File: config.mk
export PLATFORM = sky130hd
export DESIGN_NAME = pbmc_top
export DESIGN_NICKNAME = d
export VERILOG_FILES = /design/src/design/pbmc_pkg.sv /design/src/design/pbmc_sync.sv /design/src/design/pbmc_top.sv
export VERILOG_INCLUDE_DIRS = /design/src /design/src/design
export SDC_FILE = /design/constraint.sdc
export NUM_CORES = 1
export LEC_CHECK = 0
export BUFFER_PORTS_ARGS = -buffer_cell sky130_fd_sc_hd__buf_2
export CAP_MARGIN = 30
export CORE_MARGIN = 4
export CORE_UTILIZATION = 40
export CTS_CLUSTER_SIZE = 8
export DETAILED_ROUTE_END_ITERATION = 12
export GPL_TIMING_DRIVEN = 0
export PLACE_DENSITY_LB_ADDON = 0.25
export SKIP_LAST_GASP = 1
export SLEW_MARGIN = 20
export SYNTH_ARGS = -nofsm -noshare
export SYNTH_HDL_FRONTEND = slang
export SYNTH_SLANG_ARGS = --single-unit
File: constraint.sdc
create_clock -name mclk -period 3.3 [get_ports mclk]
set_input_delay 0.66 -clock mclk [delete_from_list [all_inputs] [get_ports mclk]]
set_output_delay 0.66 -clock mclk [all_outputs]
set_load 0.02 [all_outputs]
File: src/design/pbmc_defs.svh
// constants of the basic mode control register bank
// assumes a 100 MHz management clock and a 32-bit AXI4-Lite slave port
`ifndef PBMC_DEFS_SVH
`define PBMC_DEFS_SVH

// ============================================================
// register offsets (byte addresses)
`define PBMC_CTRL_OFS 4'h0
`define PBMC_STAT_OFS 4'h4

// ============================================================
// control field positions
`define PBMC_B_SRST 15
`define PBMC_B_LOOP 14
`define PBMC_B_SPEED 13
`define PBMC_B_AN_EN 12
`define PBMC_B_PDOWN 11
`define PBMC_B_ISO 10
`define PBMC_B_RESTART 9
`define PBMC_B_DUPLEX 8
`define PBMC_B_COLTEST 7

// ============================================================
// reset values and bus answers
`define PBMC_CTRL_RST 16'h3100
`define PBMC_RESP_OKAY 2'h0
`define PBMC_RESP_SLVERR 2'h2

// ============================================================
// timing
`define PBMC_CLK_KHZ 100000
`define PBMC_DEAD_MS 720
`define PBMC_SRST_CYCLES 8'h10

`endif

File: src/design/pbmc_pkg.sv
// types shared by the basic mode control register bank
// assumes pbmc_defs.svh for all numeric constants
package pbmc_pkg;

    // control sequencer: normal running or soft reset in progress
    typedef enum logic {
        PBMC_RUN,
        PBMC_SRST
    } pbmc_ctl_state_t;

    typedef logic [15:0] pbmc_word16_t;

endpackage

File: src/design/pbmc_sync.sv
// two-stage synchroniser for the phy-side status inputs
// assumes inputs may change at any time relative to mclk
`timescale 1ns/1ps
`default_nettype none

module pbmc_sync (
    // clock, reset, enable
    input wire logic mclk,
    input wire logic reset,
    input wire logic ce,
    // asynchronous in, synchronised out
    input wire logic [3:0] async_in,
    output logic [3:0] sync_out
);

    logic [3:0] meta_reg;
    logic [3:0] meta_next;
    logic [3:0] sync_reg;
    logic [3:0] sync_next;

    always_comb begin
        meta_next = async_in;
        sync_next = meta_reg;
    end

    always_ff @(posedge mclk) begin
        if (reset) begin
            meta_reg <= 4'h0;
            sync_reg <= 4'h0;
        end else if (ce) begin
            meta_reg <= meta_next;
            sync_reg <= sync_next;
        end
    end

    assign sync_out = sync_reg;

endmodule

`default_nettype wire

File: src/design/pbmc_top.sv
// basic mode control register of a 10/100 phy, reached over AXI4-Lite
// assumes one 100 MHz clock; phy status inputs are asynchronous pins
//
// Function
// - soft reset restores defaults, reads one meanwhile
// - loopback bit enables loopback, default zero
// - loopback at 100M starts 720 ms dead time
// - speed bit selects 100M or 10M
// - speed reads negotiated value while negotiating
// - negotiation enable, default one, drives speed/duplex
// - power down keeps management access alive
// - restart bit holds one until negotiation starts
// - restart ignored while negotiation disabled
// - writing zero never disturbs running negotiation
// - manual duplex only applies without negotiation
// - duplex reads negotiated value while negotiating
// - collision test asserts collision while transmitting
// - reserved low bits read zero, ignore writes
// - self-clearing bits clear; read-only ignores writes
`timescale 1ns/1ps
`default_nettype none
`include "pbmc_defs.svh"

module pbmc_top
    import pbmc_pkg::*;
#(
    parameter int unsigned DEAD_CYCLES = `PBMC_DEAD_MS * `PBMC_CLK_KHZ
) (
    // clock, reset, enable
    input wire logic mclk,
    input wire logic reset,
    input wire logic ce,
    // axi4-lite write
    input wire logic [3:0] s_axi_awaddr,
    input wire logic s_axi_awvalid,
    output logic s_axi_awready,
    input wire logic [31:0] s_axi_wdata,
    input wire logic [3:0] s_axi_wstrb,
    input wire logic s_axi_wvalid,
    output logic s_axi_wready,
    output logic [1:0] s_axi_bresp,
    output logic s_axi_bvalid,
    input wire logic s_axi_bready,
    // axi4-lite read
    input wire logic [3:0] s_axi_araddr,
    input wire logic s_axi_arvalid,
    output logic s_axi_arready,
    output logic [31:0] s_axi_rdata,
    output logic [1:0] s_axi_rresp,
    output logic s_axi_rvalid,
    input wire logic s_axi_rready,
    // phy status pins
    input wire logic tx_active,
    input wire logic an_started,
    input wire logic neg_speed_100,
    input wire logic neg_full_duplex,
    // phy controls
    output logic loopback_en,
    output logic speed_100,
    output logic full_duplex,
    output logic an_enable,
    output logic an_restart,
    output logic power_down,
    output logic isolate,
    output logic collision,
    output logic rx_dead,
    output logic soft_reset_busy
);

    localparam logic [26:0] DEAD_LOAD = 27'(DEAD_CYCLES);

    // ============================================================
    // address decode
    function automatic logic is_ctrl(input logic [3:0] a);
        is_ctrl = (a == `PBMC_CTRL_OFS);
    endfunction

    function automatic logic is_stat(input logic [3:0] a);
        is_stat = (a == `PBMC_STAT_OFS);
    endfunction

    // ============================================================
    // pin synchronisers
    logic [3:0] pins_s;
    logic tx_s;
    logic started_s;
    logic nspd_s;
    logic ndup_s;

    pbmc_sync u_sync (
        .mclk(mclk),
        .reset(reset),
        .ce(ce),
        .async_in({neg_full_duplex, neg_speed_100, an_started, tx_active}),
        .sync_out(pins_s)
    );

    assign tx_s = pins_s[0];
    assign started_s = pins_s[1];
    assign nspd_s = pins_s[2];
    assign ndup_s = pins_s[3];

    // ============================================================
    // state
    pbmc_ctl_state_t state_reg, state_next;
    logic [7:0] srst_cnt_reg, srst_cnt_next;
    logic loop_reg, loop_next;
    logic speed_reg, speed_next;
    logic an_en_reg, an_en_next;
    logic pdown_reg, pdown_next;
    logic iso_reg, iso_next;
    logic restart_reg, restart_next;
    logic duplex_reg, duplex_next;
    logic col_reg, col_next;
    logic [26:0] dead_cnt_reg, dead_cnt_next;
    logic spd_out_reg, spd_out_next;
    logic dup_out_reg, dup_out_next;
    logic col_out_reg, col_out_next;
    logic dead_out_reg, dead_out_next;
    logic aw_have_reg, aw_have_next;
    logic [3:0] aw_addr_reg, aw_addr_next;
    logic w_have_reg, w_have_next;
    logic [31:0] w_data_reg, w_data_next;
    logic [3:0] w_strb_reg, w_strb_next;
    logic awready_reg, awready_next;
    logic wready_reg, wready_next;
    logic bvalid_reg, bvalid_next;
    logic [1:0] bresp_reg, bresp_next;
    logic arready_reg, arready_next;
    logic rvalid_reg, rvalid_next;
    logic [31:0] rdata_reg, rdata_next;
    logic [1:0] rresp_reg, rresp_next;

    logic busy;
    logic do_write;
    logic srst_start;
    logic dead_start;
    pbmc_word16_t ctrl_rd_val;
    logic [31:0] stat_rd_val;

    assign busy = (state_reg == PBMC_SRST);
    assign do_write = aw_have_reg && w_have_reg && !bvalid_reg;
    assign srst_start = do_write && !busy && is_ctrl(aw_addr_reg) && w_strb_reg[1]
        && w_data_reg[`PBMC_B_SRST];

    assign ctrl_rd_val = {busy, loop_reg, an_en_reg ? nspd_s : speed_reg, an_en_reg,
        pdown_reg, iso_reg, restart_reg, an_en_reg ? ndup_s : duplex_reg, col_reg, 7'h00};
    assign stat_rd_val = {27'h0000000, ndup_s, nspd_s, dead_cnt_reg != 27'h0000000,
        restart_reg, busy};

    // ============================================================
    // next-state logic
    always_comb begin
        state_next = state_reg;
        srst_cnt_next = srst_cnt_reg;
        loop_next = loop_reg;
        speed_next = speed_reg;
        an_en_next = an_en_reg;
        pdown_next = pdown_reg;
        iso_next = iso_reg;
        restart_next = restart_reg;
        duplex_next = duplex_reg;
        col_next = col_reg;
        aw_have_next = aw_have_reg;
        aw_addr_next = aw_addr_reg;
        w_have_next = w_have_reg;
        w_data_next = w_data_reg;
        w_strb_next = w_strb_reg;
        bvalid_next = bvalid_reg;
        bresp_next = bresp_reg;
        rvalid_next = rvalid_reg;
        rdata_next = rdata_reg;
        rresp_next = rresp_reg;
        dead_start = 1'b0;

        if (restart_reg && started_s) begin
            restart_next = 1'b0;
        end

        // bus stays live whatever power down says
        if (s_axi_awvalid && awready_reg) begin
            aw_have_next = 1'b1;
            aw_addr_next = s_axi_awaddr;
        end
        if (s_axi_wvalid && wready_reg) begin
            w_have_next = 1'b1;
            w_data_next = s_axi_wdata;
            w_strb_next = s_axi_wstrb;
        end
        if (bvalid_reg && s_axi_bready) begin
            bvalid_next = 1'b0;
        end

        if (do_write) begin
            aw_have_next = 1'b0;
            w_have_next = 1'b0;
            bvalid_next = 1'b1;
            bresp_next = `PBMC_RESP_OKAY;
            if (is_ctrl(aw_addr_reg)) begin
                // writes during soft reset are dropped
                if (!busy && w_strb_reg[1] && !w_data_reg[`PBMC_B_SRST]) begin
                    loop_next = w_data_reg[`PBMC_B_LOOP];
                    speed_next = w_data_reg[`PBMC_B_SPEED];
                    an_en_next = w_data_reg[`PBMC_B_AN_EN];
                    pdown_next = w_data_reg[`PBMC_B_PDOWN];
                    iso_next = w_data_reg[`PBMC_B_ISO];
                    duplex_next = w_data_reg[`PBMC_B_DUPLEX];
                    // zero leaves a pending restart alone
                    if (w_data_reg[`PBMC_B_RESTART]) begin
                        restart_next = 1'b1;
                    end
                end
                if (!busy && !srst_start && w_strb_reg[0]) begin
                    col_next = w_data_reg[`PBMC_B_COLTEST];
                end
            end else if (!is_stat(aw_addr_reg)) begin
                bresp_next = `PBMC_RESP_SLVERR;
            end
        end

        // restart has no effect without negotiation
        if (!an_en_next) begin
            restart_next = 1'b0;
        end

        // dead time after loopback at 100M
        if (loop_next && !loop_reg && spd_out_reg) begin
            dead_start = 1'b1;
        end

        case (state_reg)
            PBMC_RUN: begin
                if (srst_start) begin
                    state_next = PBMC_SRST;
                    srst_cnt_next = `PBMC_SRST_CYCLES - 8'h01;
                end
            end
            PBMC_SRST: begin
                if (srst_cnt_reg == 8'h00) begin
                    state_next = PBMC_RUN;
                end else begin
                    srst_cnt_next = srst_cnt_reg - 8'h01;
                end
            end
            default: begin
                state_next = PBMC_RUN;
            end
        endcase
        if (state_next == PBMC_SRST) begin
            {loop_next, speed_next, an_en_next, pdown_next, iso_next, restart_next,
                duplex_next, col_next} = 8'(`PBMC_CTRL_RST >> 7);
            dead_start = 1'b0;
        end

        if (dead_start) begin
            dead_cnt_next = DEAD_LOAD;
        end else if (state_next == PBMC_SRST) begin
            dead_cnt_next = 27'h0000000;
        end else if (dead_cnt_reg != 27'h0000000) begin
            dead_cnt_next = dead_cnt_reg - 27'h0000001;
        end else begin
            dead_cnt_next = dead_cnt_reg;
        end

        if (s_axi_arvalid && arready_reg) begin
            rvalid_next = 1'b1;
            rresp_next = `PBMC_RESP_OKAY;
            if (is_ctrl(s_axi_araddr)) begin
                rdata_next = {16'h0000, ctrl_rd_val};
            end else if (is_stat(s_axi_araddr)) begin
                rdata_next = stat_rd_val;
            end else begin
                rdata_next = 32'h00000000;
                rresp_next = `PBMC_RESP_SLVERR;
            end
        end else if (rvalid_reg && s_axi_rready) begin
            rvalid_next = 1'b0;
        end

        awready_next = !aw_have_next;
        wready_next = !w_have_next;
        arready_next = !rvalid_next;

        // manual duplex only when not negotiating
        spd_out_next = an_en_next ? nspd_s : speed_next;
        dup_out_next = an_en_next ? ndup_s : duplex_next;
        col_out_next = col_next && tx_s;
        dead_out_next = dead_cnt_next != 27'h0000000;
    end

    always_ff @(posedge mclk) begin
        if (reset) begin
            state_reg <= PBMC_RUN;
            srst_cnt_reg <= 8'h00;
            {loop_reg, speed_reg, an_en_reg, pdown_reg, iso_reg, restart_reg,
                duplex_reg, col_reg} <= 8'(`PBMC_CTRL_RST >> 7);
            dead_cnt_reg <= 27'h0000000;
            spd_out_reg <= 1'b0;
            dup_out_reg <= 1'b0;
            col_out_reg <= 1'b0;
            dead_out_reg <= 1'b0;
            aw_have_reg <= 1'b0;
            aw_addr_reg <= 4'h0;
            w_have_reg <= 1'b0;
            w_data_reg <= 32'h00000000;
            w_strb_reg <= 4'h0;
            awready_reg <= 1'b0;
            wready_reg <= 1'b0;
            bvalid_reg <= 1'b0;
            bresp_reg <= 2'h0;
            arready_reg <= 1'b0;
            rvalid_reg <= 1'b0;
            rdata_reg <= 32'h00000000;
            rresp_reg <= 2'h0;
        end else if (ce) begin
            state_reg <= state_next;
            srst_cnt_reg <= srst_cnt_next;
            loop_reg <= loop_next;
            speed_reg <= speed_next;
            an_en_reg <= an_en_next;
            pdown_reg <= pdown_next;
            iso_reg <= iso_next;
            restart_reg <= restart_next;
            duplex_reg <= duplex_next;
            col_reg <= col_next;
            dead_cnt_reg <= dead_cnt_next;
            spd_out_reg <= spd_out_next;
            dup_out_reg <= dup_out_next;
            col_out_reg <= col_out_next;
            dead_out_reg <= dead_out_next;
            aw_have_reg <= aw_have_next;
            aw_addr_reg <= aw_addr_next;
            w_have_reg <= w_have_next;
            w_data_reg <= w_data_next;
            w_strb_reg <= w_strb_next;
            awready_reg <= awready_next;
            wready_reg <= wready_next;
            bvalid_reg <= bvalid_next;
            bresp_reg <= bresp_next;
            arready_reg <= arready_next;
            rvalid_reg <= rvalid_next;
            rdata_reg <= rdata_next;
            rresp_reg <= rresp_next;
        end
    end

    // ============================================================
    // outputs
    assign s_axi_awready = awready_reg;
    assign s_axi_wready = wready_reg;
    assign s_axi_bvalid = bvalid_reg;
    assign s_axi_bresp = bresp_reg;
    assign s_axi_arready = arready_reg;
    assign s_axi_rvalid = rvalid_reg;
    assign s_axi_rdata = rdata_reg;
    assign s_axi_rresp = rresp_reg;
    assign loopback_en = loop_reg;
    assign speed_100 = spd_out_reg;
    assign full_duplex = dup_out_reg;
    assign an_enable = an_en_reg;
    assign an_restart = restart_reg;
    assign power_down = pdown_reg;
    assign isolate = iso_reg;
    assign collision = col_out_reg;
    assign rx_dead = dead_out_reg;
    assign soft_reset_busy = state_reg == PBMC_SRST;

    // ============================================================
    // checks
    logic [8:0] busy_len_reg;

    always_ff @(posedge mclk) begin
        if (reset || !busy) begin
            busy_len_reg <= 9'h000;
        end else if (ce) begin
            busy_len_reg <= busy_len_reg + 9'h001;
        end
    end
endmodule

`default_nettype wire

==> flow_metrics.tcl <==
set metrics [dict create \
    outcome "finished clean" \
    place_ws_ns 0.263 \
    utilization 0.486 \
    synthesis.area_mm2 0.00471 \
    track_usage 0.201 \
    num_vias 4535 \
    yosysTopAreaCellShare 0.400 \
    synth_area_per_cell_um2 8.24 \
    multiInputGateArea_mm2 0.00252 \
    syn_inst 571 \
    setup.worst_path.class "reg2reg" \
    seq_area_mm2 0.00188 \
    regToRegSetupSlack_ns 0.22 \
    pin_count 107 \
    grt_pass1_vias 4380 \
    dieWidth_um 116 \
    synth_edf_count 0 \
    layoutNonFillerInstCount 811 \
    drt_first_iter_violations 374 \
    hold_buffers 0 \
    yosys.area.top_type "dfxtp_1" \
    finalHoldViolations 0 \
    start_kind "register" \
    fin_crit_sh 0.933 \
    synth_area_leaders "dfxtp_1, nor2_1, a21oi_1, mux2i_1, a22oi_1" \
    crit_fanout 9 \
    core_mm2 0.0115 \
    via_per_inst 5.59 \
    post-cts-setup-buffers 0 \
    synthArstFlopShare 0 \
    synth_warnings 0 \
    cts_resized 0 \
    wl_per_cell_um 16.7 \
    crit_path_end_kind "register" \
    largest_reg_flops 27 \
    cts_buffers 9 \
    ys_seq_elements 94 \
    htreeDepth 3 \
    hold_path.class "reg2reg" \
    maxCapViolCount 0 \
    cellLeakagePower_nw 2.29 \
    dieHeight_um 116 \
    port_buffers 60 \
    antennaDiodeCount 0 \
    syn2layout_area_growth_pct 18.4 \
    grt_pass1_wl_um 21500 \
    cts-root-buf "clkbuf_16" \
    dieArea_mm2 0.0136 \
    grt_max_degree 18 \
    clk_pin_slew_ns 0.07 \
    overflow 0 \
    post-route-min-period_ns 3.08 \
    setup_viol 0 \
    setup_tns_ns 0 \
    drc 0 \
    grt_antenna_before_repair 0 \
    dr.pass1.iters 5 \
    cts_tree "done" \
    final_nets 723 \
    critPathRequiredTime_ns 3.51 \
    postRouteAntennaNets 0 \
    max-clock-path-buffers 2 \
    drive_gt1_frac 0.193 \
    dpl.cell_count 795 \
    power.density_mw_per_mm2 581 \
    fmax_mhz 325 \
    clk_latency_ns 0.35 \
    worstMarginPinSlew_ns 0.875 \
    hpwlAfterDp_um 10100 \
    crit_arrival_ns 3.29 \
    synth_ff_type "dfxtp_1" \
    cts.sinks 94 \
    start_util 0.410 \
    n_fill_cell 1119 \
    slew_headroom 0.415 \
    place_congestion 0.905 \
    slew_viol_final 0 \
    ir_drop_uv 348 \
    skew_ns 0.00578 \
    seq_area_frac_synth 0.400 \
    rows 39 \
    synth_cell_types 67 \
    wl_um 13600 \
    layout_setup_ws_ns 0.221 \
    rsz0062_at_grt "false" \
]
==> Yosys cell counts, types with 12 or more instances <==
master and number:
dfxtp_1 94, nor2_1 90, a21oi_1 43, nand2_1 42, nor3_1 27, o21ai_0 27
clkbuf_1 25, a22oi_1 22, buf_4 22, mux2i_1 17, nand3_1 15, inv_1 12
==> metrics by stage <==
step	hold WS (ns)	area, µm²	power, mW
after floorplan	0.433	4780	1.96
after global placement	0.449	5260	2.15
after detailed placement	0.448	5270	2.17
after CTS	0.459	5570	3.23
after global routing	0.488	5570	3.40
final	0.458	5570	3.24
==> layout by cell type, fill, tap and decap left out, drive strengths merged, types with 3 or more instances in the layout <==
| cell | n |
|---|---|
| buf | 90 |
| nand3 | 16 |
| a311oi | 3 |
| a32oi | 3 |
| conb | 20 |
| nand4 | 3 |
| nand2 | 42 |
| clkinv | 3 |
| o31ai | 4 |
| clkbuf | 36 |
| a31oi | 3 |
| nor3 | 27 |
| a22oi | 22 |
| o21ai | 30 |
| nand3b | 3 |
| a211oi | 9 |
| nor2b | 3 |
| inv | 14 |
| o22ai | 3 |
| xor2 | 4 |
| mux2i | 17 |
| dfxtp | 94 |
| ha | 4 |
| nor2 | 91 |
| mux2 | 6 |
| a21oi | 43 |
| xnor2 | 9 |
| and3 | 3 |
| or4 | 10 |
| o21a | 3 |
| nor4 | 10 |
| o211ai | 4 |
| or3 | 8 |
==> cell families (layout without fill, tap and decap cells) <==
| kind of cell | Yosys count | after routing | share of synthesized area |
|---|---|---|---|
| flip-flops | 94 | 94 | 0.400 |
| AND/OR/NAND/NOR | 230 | 230 | 0.241 |
| buffers and inverters | 67 | 145 | 0.0800 |
| XOR/XNOR | 13 | 13 | 0.0242 |
| other | 1 | 20 | 0.000797 |
| AO/OA/AOI/OAI | 139 | 139 | 0.194 |
| multiplexers | 23 | 23 | 0.0505 |
| adder cells (fa/ha/maj) | 4 | 4 | 0.0106 |
==> routing by layer <==
metal | up-vias | global-route usage | routed length (µm)
met1 | 2144 | 0.279 | 6180
li1 | 2196 | - | -
met2 | 175 | 0.314 | 6220
met3 | 20 | 0.0389 | 930
met4 | 0 | 0.0665 | 252
met5 | - | 0 | 0
==> power by group <==
group	total, mW	switching (mW)	internal, mW
Clock	1.07	0.469	0.597
Sequential	1.27	0.0717	1.20
Combinational	0.896	0.545	0.351
Total	3.24	1.09	2.15
==> worst max-delay path: stages (launching register included) <==
cell,delay (ns)
dfxtp_1,0.31
buf_6,0.13
or4_4,0.53
buf_6,0.15
or4_4,0.52
buf_6,0.16
o21ai_4,0.25
nor2_1,0.17
xor2_1,0.20
o41ai_2,0.37
a41oi_1,0.16
==> layout make-up <==
type | instances | share of cell area
plain buffers | 55 | 0.0595
inverters | 12 | 0.00808
clock inverters | 7 | 0.0144
repair buffers | 62 | 0.0557
flip-flops and latches | 94 | 0.338
multi-input cells | 429 | 0.452
well taps | 143 | 0.0321
clock buffers | 9 | 0.0404
==> worst paths after layout <==
path / startpoint / to / cells after the start
max: dead_cnt_reg[12]$_SDFFE_PP0P_ / rx_dead$_SDFFE_PP0P_ / 10
min: w_data_reg[7]$_SDFFE_PP0P_ / w_data_reg[7]$_SDFFE_PP0P_ / 2
max reg2reg: dead_cnt_reg[12]$_SDFFE_PP0P_ / rx_dead$_SDFFE_PP0P_ / 10
min reg2reg: w_data_reg[7]$_SDFFE_PP0P_ / w_data_reg[7]$_SDFFE_PP0P_ / 2
(Power assumes the default switching activity.)
